[src/shared/hbt_pkg.sv]
package hbt_pkg;

  // ------------------------------------------------------------------
  // Structure of the break and trace unit
  // ------------------------------------------------------------------
  localparam int HBT_NUM_CH = 8;         // Hardware break channels.
  localparam int HBT_NUM_DATA_CH = 2;    // Leading channels that also compare data.
  localparam int HBT_ADDR_W = 24;        // Processor address bus width.
  localparam int HBT_DATA_W = 16;        // Processor data bus width.
  localparam int HBT_TRACE_DEPTH = 16;   // Branch-source trace entries.

  // ------------------------------------------------------------------
  // Data lane positions
  // ------------------------------------------------------------------
  localparam int HBT_LO_LSB = 0;
  localparam int HBT_LO_MSB = 7;
  localparam int HBT_HI_LSB = 8;
  localparam int HBT_HI_MSB = 15;

  // ------------------------------------------------------------------
  // Encodings
  // ------------------------------------------------------------------
  // Access size of a bus cycle and of a data qualifier.
  typedef enum logic [1:0] {
    HBT_SZ_HIGH,
    HBT_SZ_LOW,
    HBT_SZ_WORD
  } hbt_size_t;

  // Execution mode requested by the debugger.
  typedef enum logic [2:0] {
    HBT_MODE_RUN,
    HBT_MODE_CURSOR,
    HBT_MODE_STEP_IN,
    HBT_MODE_STEP_OVER,
    HBT_MODE_STEP_OUT
  } hbt_mode_t;

  // Core control state seen by the unit.
  typedef enum logic {
    HBT_ST_RUN,
    HBT_ST_BREAK
  } hbt_state_t;

endpackage : hbt_pkg

[src/logic/hbt_unit.sv]
`timescale 1ns/1ns

// Summary of operation
// - Eight hardware break channels are each configured on their own and can halt the core.
// - A channel matches when the address bus equals its programmed address.
// - Only channels 1 and 2 also compare the data bus; channels 3 to 8 never look at data.
// - The data compare is qualified by access size: high byte, low byte or whole word.
// - Every channel may be limited to read cycles only or to write cycles only.
// - Hardware channels sleep in cursor and step modes, and software breakpoints in step-over.
// - After a restart on a software breakpoint, a channel match on the first bus cycle is ignored.
// - The source address of every executed branch is written into trace storage in real time.
module hbt_unit
  import hbt_pkg::*;
#(
  parameter int NUM_CH = HBT_NUM_CH,
  parameter int NUM_DATA_CH = HBT_NUM_DATA_CH,
  parameter int ADDR_W = HBT_ADDR_W,
  parameter int DATA_W = HBT_DATA_W,
  parameter int TRACE_DEPTH = HBT_TRACE_DEPTH
) (
  input wire logic ref_clk,
  input wire logic arst_n,
  input wire logic bus_valid,
  input wire logic [ADDR_W-1:0] bus_addr,
  input wire logic [DATA_W-1:0] bus_data,
  input wire logic bus_write,
  input wire hbt_size_t bus_size,
  input wire logic [NUM_CH-1:0] ch_enable,
  input wire logic [NUM_CH*ADDR_W-1:0] ch_addr,
  input wire logic [NUM_CH-1:0] ch_dir_en,
  input wire logic [NUM_CH-1:0] ch_dir_write,
  input wire logic [NUM_DATA_CH-1:0] ch_data_en,
  input wire logic [NUM_DATA_CH*DATA_W-1:0] ch_data,
  input wire logic [NUM_DATA_CH*2-1:0] ch_size,
  input wire hbt_mode_t exec_mode,
  input wire logic restart,
  input wire logic restart_on_swbp,
  input wire logic sw_bp_hit,
  input wire logic branch_valid,
  input wire logic [ADDR_W-1:0] branch_src,
  input wire logic [$clog2(TRACE_DEPTH)-1:0] trace_rd_idx,
  output logic halt_q,
  output logic [NUM_CH-1:0] break_ch_q,
  output logic sw_bp_enable_q,
  output logic [ADDR_W-1:0] trace_rd_data_q,
  output logic [$clog2(TRACE_DEPTH):0] trace_count_q
);

  localparam int PTR_W = $clog2(TRACE_DEPTH);
  localparam logic [PTR_W:0] TRACE_FULL = (PTR_W + 1)'(TRACE_DEPTH);

  hbt_state_t state_q;
  logic suppress_q;
  logic [NUM_CH-1:0] hit;
  logic [NUM_CH-1:0] data_ok;
  logic [ADDR_W-1:0] ch_addr_w [NUM_CH];
  logic hw_armed;
  logic sw_break;
  logic hw_break;
  logic [ADDR_W-1:0] trace_mem [TRACE_DEPTH];
  logic [PTR_W-1:0] wr_ptr_q;

  // ------------------------------------------------------------------
  // Channel comparators
  // ------------------------------------------------------------------
  // One comparator per channel; data lanes exist only on the leading channels.
  for (genvar i = 0; i < NUM_CH; i++) begin : g_ch
    logic addr_ok;
    logic dir_ok;
    assign ch_addr_w[i] = ch_addr[i*ADDR_W +: ADDR_W];
    assign addr_ok = (bus_addr == ch_addr_w[i]);
    assign dir_ok = !ch_dir_en[i] || (bus_write == ch_dir_write[i]);
    if (i < NUM_DATA_CH) begin : g_data
      logic [DATA_W-1:0] ref_data;
      hbt_size_t ref_size;
      logic lanes_ok;
      assign ref_data = ch_data[i*DATA_W +: DATA_W];
      assign ref_size = hbt_size_t'(ch_size[i*$bits(hbt_size_t) +: $bits(hbt_size_t)]);
      // The bus cycle must carry the selected size, then only its lanes are compared.
      always_comb begin
        case (ref_size)
          HBT_SZ_HIGH: lanes_ok = bus_data[HBT_HI_MSB:HBT_HI_LSB] ==
                                  ref_data[HBT_HI_MSB:HBT_HI_LSB];
          HBT_SZ_LOW: lanes_ok = bus_data[HBT_LO_MSB:HBT_LO_LSB] ==
                                 ref_data[HBT_LO_MSB:HBT_LO_LSB];
          default: lanes_ok = (bus_data == ref_data);
        endcase
      end
      assign data_ok[i] = !ch_data_en[i] || ((bus_size == ref_size) && lanes_ok);
    end else begin : g_nodata
      assign data_ok[i] = 1'b1;
      // Whatever the data bus carries, an address and direction match must break here.
      data_free_a: assert property (@(posedge ref_clk) disable iff (!arst_n)
        (hw_armed && bus_valid && ch_enable[i] && addr_ok && dir_ok) |=> break_ch_q[i])
        else $error("data compare active on an address-only channel");
    end
    assign hit[i] = bus_valid && ch_enable[i] && addr_ok && dir_ok && data_ok[i];

    chan_hit_a: assert property (@(posedge ref_clk) disable iff (!arst_n)
      (hw_armed && hit[i]) |=> break_ch_q[i]) else $error("channel match not recorded");
    addr_equal_a: assert property (@(posedge ref_clk) disable iff (!arst_n)
      $rose(break_ch_q[i]) |-> $past(bus_addr) == $past(ch_addr_w[i]))
      else $error("break recorded without address equality");
    dir_qual_a: assert property (@(posedge ref_clk) disable iff (!arst_n)
      ($rose(break_ch_q[i]) && $past(ch_dir_en[i])) |->
      $past(bus_write) == $past(ch_dir_write[i]))
      else $error("break on wrong direction");
  end

  // ------------------------------------------------------------------
  // Break arming
  // ------------------------------------------------------------------
  // Channels are armed only in free run and never up to and on the first bus cycle after a breakpoint restart.
  assign hw_armed = (state_q == HBT_ST_RUN) && (exec_mode == HBT_MODE_RUN)
                    && !suppress_q;
  assign hw_break = hw_armed && (|hit);
  assign sw_break = (state_q == HBT_ST_RUN) && sw_bp_hit && (exec_mode != HBT_MODE_STEP_OVER);

  // Suppression lasts until the first bus cycle after a breakpoint restart, so a slow
  // first fetch cannot reopen the window.
  always_ff @(posedge ref_clk or negedge arst_n) begin
    if (!arst_n) begin
      suppress_q <= 1'b0;
    end else if (restart && restart_on_swbp) begin
      suppress_q <= 1'b1;
    end else if (bus_valid) begin
      suppress_q <= 1'b0;
    end
  end

  // ------------------------------------------------------------------
  // Run and break control
  // ------------------------------------------------------------------
  // A restart leaves the break state; matches are only taken while running.
  always_ff @(posedge ref_clk or negedge arst_n) begin
    if (!arst_n) begin
      state_q <= HBT_ST_RUN;
      halt_q <= 1'b0;
      break_ch_q <= '0;
    end else begin
      case (state_q)
        HBT_ST_RUN: begin
          if (hw_break || sw_break) begin
            state_q <= HBT_ST_BREAK;
            halt_q <= 1'b1;
            break_ch_q <= hw_break ? hit : '0;
          end
        end
        HBT_ST_BREAK: begin
          if (restart) begin
            state_q <= HBT_ST_RUN;
            halt_q <= 1'b0;
            break_ch_q <= '0;
          end
        end
        default: state_q <= HBT_ST_RUN;
      endcase
    end
  end

  // Software breakpoints are disabled while stepping over a call.
  always_ff @(posedge ref_clk or negedge arst_n) begin
    if (!arst_n) begin
      sw_bp_enable_q <= 1'b1;
    end else begin
      sw_bp_enable_q <= (exec_mode != HBT_MODE_STEP_OVER);
    end
  end

  halt_on_hit_a: assert property (@(posedge ref_clk) disable iff (!arst_n)
    hw_break |=> halt_q) else $error("qualified match did not halt");
  step_quiet_a: assert property (@(posedge ref_clk) disable iff (!arst_n)
    ((exec_mode != HBT_MODE_RUN) && !sw_bp_hit && !halt_q) |=> !halt_q)
    else $error("hardware break taken in a step mode");
  stepover_swbp_a: assert property (@(posedge ref_clk) disable iff (!arst_n)
    (exec_mode == HBT_MODE_STEP_OVER) |=> !sw_bp_enable_q ##0 (!$rose(halt_q)))
    else $error("software breakpoint live in step-over");
  // The mask may wait several idle cycles for the first bus cycle, so it is watched
  // through its own flag rather than at a fixed distance from the restart.
  restart_mask_a: assert property (@(posedge ref_clk) disable iff (!arst_n)
    (suppress_q && !halt_q && bus_valid && !sw_bp_hit) |=> !halt_q)
    else $error("break on first cycle after breakpoint restart");
  mask_arm_a: assert property (@(posedge ref_clk) disable iff (!arst_n)
    (restart && restart_on_swbp) |=> suppress_q) else $error("restart mask not armed");

  // ------------------------------------------------------------------
  // Branch trace
  // ------------------------------------------------------------------
  // Circular store: the oldest entry is overwritten, the count saturates at depth.
  always_ff @(posedge ref_clk or negedge arst_n) begin
    if (!arst_n) begin
      wr_ptr_q <= '0;
      trace_count_q <= '0;
    end else if (branch_valid) begin
      wr_ptr_q <= wr_ptr_q + 1'b1;
      if (trace_count_q != TRACE_FULL) begin
        trace_count_q <= trace_count_q + 1'b1;
      end
    end
  end

  // Storage has no reset so it maps onto plain memory.
  always_ff @(posedge ref_clk) begin
    if (branch_valid) begin
      trace_mem[wr_ptr_q] <= branch_src;
    end
  end

  // Registered read port for the debugger, one cycle of latency.
  always_ff @(posedge ref_clk or negedge arst_n) begin
    if (!arst_n) begin
      trace_rd_data_q <= '0;
    end else begin
      trace_rd_data_q <= trace_mem[trace_rd_idx];
    end
  end

  trace_store_a: assert property (@(posedge ref_clk) disable iff (!arst_n)
    branch_valid |=> trace_mem[$past(wr_ptr_q)] == $past(branch_src))
    else $error("branch source not stored");
  trace_count_a: assert property (@(posedge ref_clk) disable iff (!arst_n)
    (branch_valid && trace_count_q != TRACE_FULL) |=> trace_count_q == $past(trace_count_q) + 1)
    else $error("trace count did not advance");

endmodule : hbt_unit

[config.mk]
export PLATFORM = sky130hd
export DESIGN_NAME = hbt_unit
export DESIGN_NICKNAME = d
export VERILOG_FILES = /design/src/shared/hbt_pkg.sv /design/src/logic/hbt_unit.sv
export SDC_FILE = /design/constraint.sdc
export NUM_CORES = 1
export LEC_CHECK = 0
export BUFFER_PORTS_ARGS = -buffer_cell sky130_fd_sc_hd__buf_2
export CORE_MARGIN = 5
export CORE_UTILIZATION = 50
export CTS_CLUSTER_SIZE = 24
export DETAILED_ROUTE_END_ITERATION = 6
export PLACE_DENSITY = 0.7
export SETUP_SLACK_MARGIN = 0.15
export SLEW_MARGIN = 25
export SYNTH_ARGS = -nofsm -noshare
export SYNTH_HDL_FRONTEND = slang
export SYNTH_SLANG_ARGS = --single-unit
[constraint.sdc]
create_clock -name ref_clk -period 3.8 [get_ports ref_clk]
set_input_delay 0.38 -clock ref_clk [delete_from_list [all_inputs] [get_ports ref_clk]]
set_output_delay 0.38 -clock ref_clk [all_outputs]
set_load 0.02 [all_outputs]
==> results of run 1 <==
[registers in the layout, indices dropped and copies added, names as in the netlist]
name	cells
halt_q	1
wr_ptr_q	4
suppress_q	1
break_ch_q	8
trace_mem	384
state_q	1
sw_bp_enable_q	1
trace_rd_data_q	24
trace_count_q	5
[worst max-delay path, stage by stage]
cell      delay (ps)
buf_2            180
buf_4            200
xor2_1           160
a211oi_1         240
nand4_1          180
nor4_1           500
buf_4            200
nor4_1            50
nand4_1          180
o21ai_4          130
mux2_4           320
[synthesized netlist by cell type]
cell       instances
a211oi_1           8
a21o_1             1
a21oi_1            4
a22oi_1            1
a31oi_1            1
a31oi_4            1
a32o_1             4
a41o_1             1
and2_1             4
and3b_1            1
buf_1              4
buf_2             11
buf_4             10
buf_6              9
clkbuf_1          23
dfrtp_1           44
dfstp_2            1
edfxtp_1         384
ha_1               6
inv_1              8
mux2_4             3
mux4_2           120
nand2_1           26
nand2b_1           2
nand3_1            9
nand3b_1           1
nand4_1           29
nand4bb_1          1
nor2_1            16
nor2_8             1
nor3_1             6
nor4_1            38
nor4_2             2
o211ai_1           1
o21ai_0            4
o21ai_4            1
or2_2              1
or4_1              2
or4_4              1
xnor2_1           92
xor2_1           147
[worst paths after layout]
path / start / cells past startpoint / end
min in group asynchronous: arst_n / 2 / trace_rd_data_q[19]
setup / recovery: bus_addr[0] / 11 / break_ch_q[7]
setup reg to reg: wr_ptr_q[0] / 5 / trace_mem[4][16]
hold reg to reg: trace_count_q[3] / 1 / trace_count_q[3]
hold / removal: exec_mode[1] / 2 / sw_bp_enable_q
max in group asynchronous: arst_n / 3 / sw_bp_enable_q
[layout make-up]
class                   count  area share, %
well taps                 511           2.81
diodes                      6         0.0660
inverters                   8          0.132
clock inverters            16          0.528
flip-flops and latches    429           55.6
clock buffers              59           5.08
multi-input cells         535           26.3
repair buffers            405           9.49
[per-stage QoR]
step                      power, mW  util, %  setup WS (ps)  cell area [µm²]  std cells
after CTS                      11.5     60.5           1390            22700       1963
final                          11.4     60.6           1500            22800       1969
after global placement         7.63     57.1            910            21500       1887
after detailed placement       7.67     57.1            820            21500       1887
after floorplan                6.85        -            857            18900       1029
after global routing           11.9     60.6           1310            22800       1969
[per-layer routing]
layer  vias to the layer above  wire length [µm]  global-route usage, %
li1                       4831                 -                      -
met1                      5664             19900                   31.0
met2                       451             29000                   45.9
met3                       128              3540                   4.88
met4                         6              2280                   10.7
met5                         -                34                      0
[cells by family after synthesis]
group | Yosys count | synth area share (%)
AO/OA/AOI/OAI | 27 | 1.14
multiplexers | 123 | 14.5
flip-flops | 429 | 66.8
XOR/XNOR | 239 | 11.0
buffers and inverters | 65 | 1.91
adder cells (fa/ha/maj) | 6 | 0.396
AND/OR/NAND/NOR | 140 | 4.19
[what timing repair did]
item / CTS / global route
hold endpoints to repair: 15 / 0
setup buffers: 0 / 0
hold buffers: 1 / 0
[power by group through the flow]
stage / sequential (mW) / combinational [mW] / clock [mW]
3_5_place_dp: 5.93 / 1.74 / 0
6_report: 5.84 / 1.72 / 3.86
3_3_place_gp: 5.90 / 1.73 / 0
2_1_floorplan: 5.96 / 0.892 / 0
4_1_cts: 5.84 / 1.75 / 3.95
5_1_grt: 5.88 / 1.84 / 4.14
==> results.json, run 1 <==
{
  "drtPass1Iterations": 5,
  "p_int_mw": 8.55,
  "post_drt_wl_per_cell_um": 27.8,
  "p_leak_nw": 8.23,
  "first_iter_violations": 887,
  "setup_tns_ps": 0,
  "irDropWorstVdd_uv": 440,
  "status": "finished, final reports clean",
  "start_kind": "input pin",
  "pwr-share-comb_pct": 15.1,
  "critPathMaxFanout": 9,
  "switching_share_pct": 25.2,
  "yosysUniqueCellTypes": 41,
  "cts_buffers": 42,
  "clkPwrFrac_pct": 33.8,
  "clkSlewWorstSetupHoldPaths_ps": 60,
  "portBuffers": 373,
  "layout_common_cells": "edfxtp_1, buf_2, xor2_1",
  "clock_latency_ps": 540,
  "io_pins": 374,
  "cts_resized": 0,
  "htreeDepth": 2,
  "start_util_pct": 50.4,
  "drc_errors": 0,
  "die_w_um": 205,
  "multi_input_area_mm2": 0.00598,
  "syn_inst": 1029,
  "synth_nets": 1370,
  "grt_start_max_net_pins": 43,
  "period_share_pct": 60.4,
  "track_usage_pct": 25.8,
  "gp_congestion": 0.993,
  "dpl.hpwl_um": 37700,
  "max_cap_viol_count": 0,
  "hold_violations": 0,
  "arrival_ps": 2720,
  "reg2reg_slack_ps": 1940,
  "final_common_cell": "edfxtp_1",
  "yosysTopAreaCellShare_pct": 60.9,
  "power_frac_seq_pct": 51.1,
  "max-clock-path-buffers": 3,
  "crit_path_end_kind": "flip-flop",
  "layout.nets": 1762,
  "worst_pin_slew_ps": 934,
  "clock_skew_ps": 19.7,
  "dieArea_mm2": 0.0419,
  "cts_sinks": 429,
  "syn2layout_area_growth_pct": 20.1,
  "core_mm2": 0.0376,
  "antenna_left": 0,
  "vias": 11080,
  "report.final.setup_viol": 0,
  "max_freq_mhz": 436,
  "slew_viol_final": 0,
  "ys_ff_latch": 429,
  "rsz0062_at_grt": "no",
  "hold_class": "in2reg",
  "max_slew_margin_pct": 37.8,
  "rows": 71,
  "synth_area_leaders": "edfxtp_1, mux4_2, xor2_1",
  "yosysTopAreaCell": "edfxtp_1",
  "synth.avg_cell_area_um2": 18.4,
  "synth_area_mm2": 0.0189,
  "grt_pass1_wl_um": 77700,
  "required_ps": 4230,
  "seqCellArea_mm2": 0.0127,
  "die_h_um": 205,
  "synth_warnings": 0,
  "fill_cells": 2852,
  "cts_tree": "yes",
  "drive_above_1_share_pct": 41.9,
  "critPathKind": "in2reg",
  "viasPerCell": 5.63,
  "grt_overflow_total": 0,
  "period_minus_slack_ps": 2300,
  "clock-root-buffer": "clkbuf_16",
  "grt_pass1_vias": 11721,
  "drt-total-wl_um": 54800,
  "hold_ws_ps": 38.0,
  "p_switching_mw": 2.88,
  "antenna_found_initial": 11,
  "yosysSeqAreaShare_pct": 66.8,
  "cellPowerDensity_mw_per_mm2": 502
}
Power figures use the tool's default switching activity.
==> run 2: changes to the inputs <==
--- a/config.mk
+++ b/config.mk
@@ -5,12 +5,13 @@
 export SDC_FILE = /design/constraint.sdc
 export NUM_CORES = 1
 export LEC_CHECK = 0
+export ABC_AREA = 1
 export BUFFER_PORTS_ARGS = -buffer_cell sky130_fd_sc_hd__buf_2
 export CORE_MARGIN = 5
 export CORE_UTILIZATION = 50
 export CTS_CLUSTER_SIZE = 24
 export DETAILED_ROUTE_END_ITERATION = 6
-export PLACE_DENSITY = 0.7
+export PLACE_DENSITY = 0.73
 export SETUP_SLACK_MARGIN = 0.15
 export SLEW_MARGIN = 25
 export SYNTH_ARGS = -nofsm -noshare
==> constraint.sdc (replaced) <==
create_clock -name ref_clk -period 2.1 [get_ports ref_clk]
set_input_delay 0.21 -clock ref_clk [delete_from_list [all_inputs] [get_ports ref_clk]]
set_output_delay 0.21 -clock ref_clk [all_outputs]
set_load 0.02 [all_outputs]
==> run 2 against run 1 <==
Net effect:
- routed wire length is 33% higher
- first-iteration DRC count grew 92%
- sequential cell count stayed put
- register-to-register slack lost 1500 ps
- critical endpoint is now break_ch_q[2]
- hold slack improved by 12 ps
- clock skew is 13 ps lower
- critical path depth up 2
- cell count grew 55%
- count of clock-buffer cells in the layout is 2 higher
- critical path type unchanged
- synthesized area rose by 11%
==> results.json, run 2 <==
{
  "status": "finished, final reports clean",
  "synth_area_leaders": "edfxtp_1, nand2_1, dfrtp_1",
  "irDropWorstVdd_uv": 754,
  "synthTopCellsByCount": "nand2_1, edfxtp_1, inv_1",
  "use_met3_pct": 3.95,
  "rsz0062_at_grt": "no",
  "die_h_um": 215,
  "period_minus_slack_ps": 1700,
  "fill_cells": 3427,
  "drtPass1Iterations": 6,
  "report.final.setup_viol": 0,
  "gr-usage-met1_pct": 39.9,
  "grt_pass1_wl_um": 107000,
  "fin_total_pwr_mw": 21.6,
  "yosysTopAreaCellShare_pct": 55.1,
  "drt-total-wl_um": 72800,
  "antenna_found_initial": 8,
  "cts_sinks": 429,
  "dpl.hpwl_um": 52700,
  "post_drt_wl_per_cell_um": 23.8,
  "startpoint": "bus_addr[19]",
  "vias": 16890,
  "largest_register": "trace_mem",
  "yosysUniqueCellTypes": 43,
  "final_common_cell": "nand2_1",
  "pre_cts_slack_ps": -78.6,
  "cts_buffers": 40,
  "cts_tree": "yes",
  "synth_edf_count": 384,
  "io_pins": 374,
  "critPathKind": "in2reg",
  "hold_class": "in2reg",
  "busiest_layer": "met2",
  "clock_skew_ps": 6.22,
  "gp_congestion": 1.05,
  "synth_area_mm2": 0.0209,
  "max_freq_mhz": 587,
  "worst_pin_slew_ps": 751,
  "reg_top3": "trace_mem x384, trace_rd_data_q x24, break_ch_q x8",
  "slew_viol_final": 0,
  "dieArea_mm2": 0.0461,
  "syn2layout_area_growth_pct": 23.0,
  "period_share_pct": 81.1,
  "clock-root-buffer": "clkbuf_16",
  "placed_cells_incl_taps": 2975,
  "max_slew_margin_pct": 49.9,
  "r2r-start": "wr_ptr_q[1]",
  "cts_resized": 0,
  "grt_pass1_vias": 16654,
  "max_cap_viol_count": 0,
  "largest_reg_flops": 384,
  "portBuffers": 373,
  "worst_slack_ps": 397,
  "finalNonFillerCells": 3058,
  "setup_tns_ps": 0,
  "start_util_pct": 50.3,
  "hold_ws_ps": 50.2,
  "crit_path_end_kind": "flip-flop",
  "ys_ff_latch": 429,
  "htreeDepth": 2,
  "first_iter_violations": 1703,
  "track_usage_pct": 30.9,
  "seqCellArea_mm2": 0.0127,
  "clkSlewWorstSetupHoldPaths_ps": 60,
  "yosysTopAreaCell": "edfxtp_1",
  "arrival_ps": 2120,
  "layout_common_cells": "nand2_1, edfxtp_1, buf_2",
  "postCtsSetupRepairBufs": 0,
  "max-clock-path-buffers": 3,
  "viasPerCell": 5.52,
  "ys_async_sr_fraction_pct": 10.5,
  "layout.nets": 2826,
  "drc_errors": 0,
  "min_from": "branch_src[7]",
  "gr-usage-met2_pct": 53.8,
  "synth_warnings": 0,
  "synth.avg_cell_area_um2": 10.3,
  "drive_above_1_share_pct": 25.2,
  "grt_start_max_net_pins": 73,
  "syn_inst": 2032,
  "rows": 75,
  "clock_latency_ps": 530,
  "die_w_um": 215,
  "grt_overflow_total": 0,
  "p_leak_nw": 11.1,
  "hold_violations": 0,
  "yosysSeqAreaShare_pct": 60.4,
  "cellPowerDensity_mw_per_mm2": 837,
  "yosysMostFrequentCell": "nand2_1",
  "multi_input_area_mm2": 0.00692,
  "core_mm2": 0.0417,
  "required_ps": 2510,
  "synth_flop_cell": "edfxtp_1",
  "start_kind": "input pin",
  "critPathMaxFanout": 8,
  "antenna_left": 0,
  "synth_nets": 2373
}
## run 2: cell types whose count changed after synthesis, moves of 51 or more
cell,previous run,this run
inv_1,8,247
nand2_1,26,405
nand3_1,9,60
mux2i_1,0,96
xor2_1,147,26
mux4_2,120,0
a21oi_1,4,105
o211ai_1,1,100
o21ai_0,4,146
nor2_1,16,126
## run 2: kinds of logic (layout without fill, tap and decap cells)
logic type               after synthesis  in the layout  synth area share [%]
AND/OR/NAND/NOR                      700            700                  14.3
AO/OA/AOI/OAI                        362            362                  9.97
adder cells (fa/ha/maj)                6              6                 0.358
buffers and inverters                352            835                  6.71
XOR/XNOR                              87             87                  3.64
multiplexers                          96             96                  4.59
flip-flops                           429            429                  60.4
other                                  0              4                     0
## run 2: timing repair
| item | 4_1_cts | 5_1_grt |
|---|---|---|
| endpoints found under the setup margin | 0 | 0 |
| hold endpoints to repair | 50 | 0 |
| hold buffers | 7 | 0 |
## run 2: where the power goes
| part | leakage, nW | internal [mW] | switching, mW |
|---|---|---|---|
| combinational | 6.45 | 1.30 | 2.48 |
| clock | 0.656 | 4.37 | 2.94 |
| sequential | 4.02 | 10.2 | 0.262 |
| total | 11.1 | 15.9 | 5.68 |
## run 2: layout make-up
| cell class | count | share of cell area (%) |
|---|---|---|
| antenna | 4 | 0.0389 |
| clock buffer | 61 | 4.59 |
| clock inverter | 11 | 0.607 |
| inverter | 258 | 3.76 |
| multi-input combinational | 1251 | 26.9 |
| sequential | 429 | 49.2 |
| tap | 539 | 2.62 |
| timing repair buffer | 505 | 12.4 |
## run 2: final timing paths
path	to	slack, ps	cells past startpoint
min reg2reg	halt_q	500	2
min	trace_mem[13][7]	50	1
max in group asynchronous	trace_rd_data_q[18]	1220	3
min in group asynchronous	trace_rd_data_q[3]	380	3
max reg2reg	trace_mem[13][7]	400	5
max	break_ch_q[2]	400	13
## run 2: critical path, cell delays in order
cell and delay (ps):
buf_2 100, inv_1 240, buf_12 180, buf_4 120, nor2_1 30, nor4_1 390, nand3_1 150, nor2_1 200
nand2_1 110, nand3_4 140, nand2_4 90, nand4_1 80, nand2_1 60
## run 2: routing by layer
metal  up-vias  wire [µm]  part of all wire [%]
met4         2       3090                   4.2
met3       151       5130                   7.0
met5         -         13                 0.018
met1      8097      28500                    39
met2       803      36100                    50
li1       7837          -                     -
## run 2: stage by stage
step / util (%) / area [µm²]
global route: 61.8 / 25800
global placement: 58.4 / 24300
CTS: 61.8 / 25700
finish: 61.8 / 25800
floorplan: - / 20900
detailed placement: 58.4 / 24300
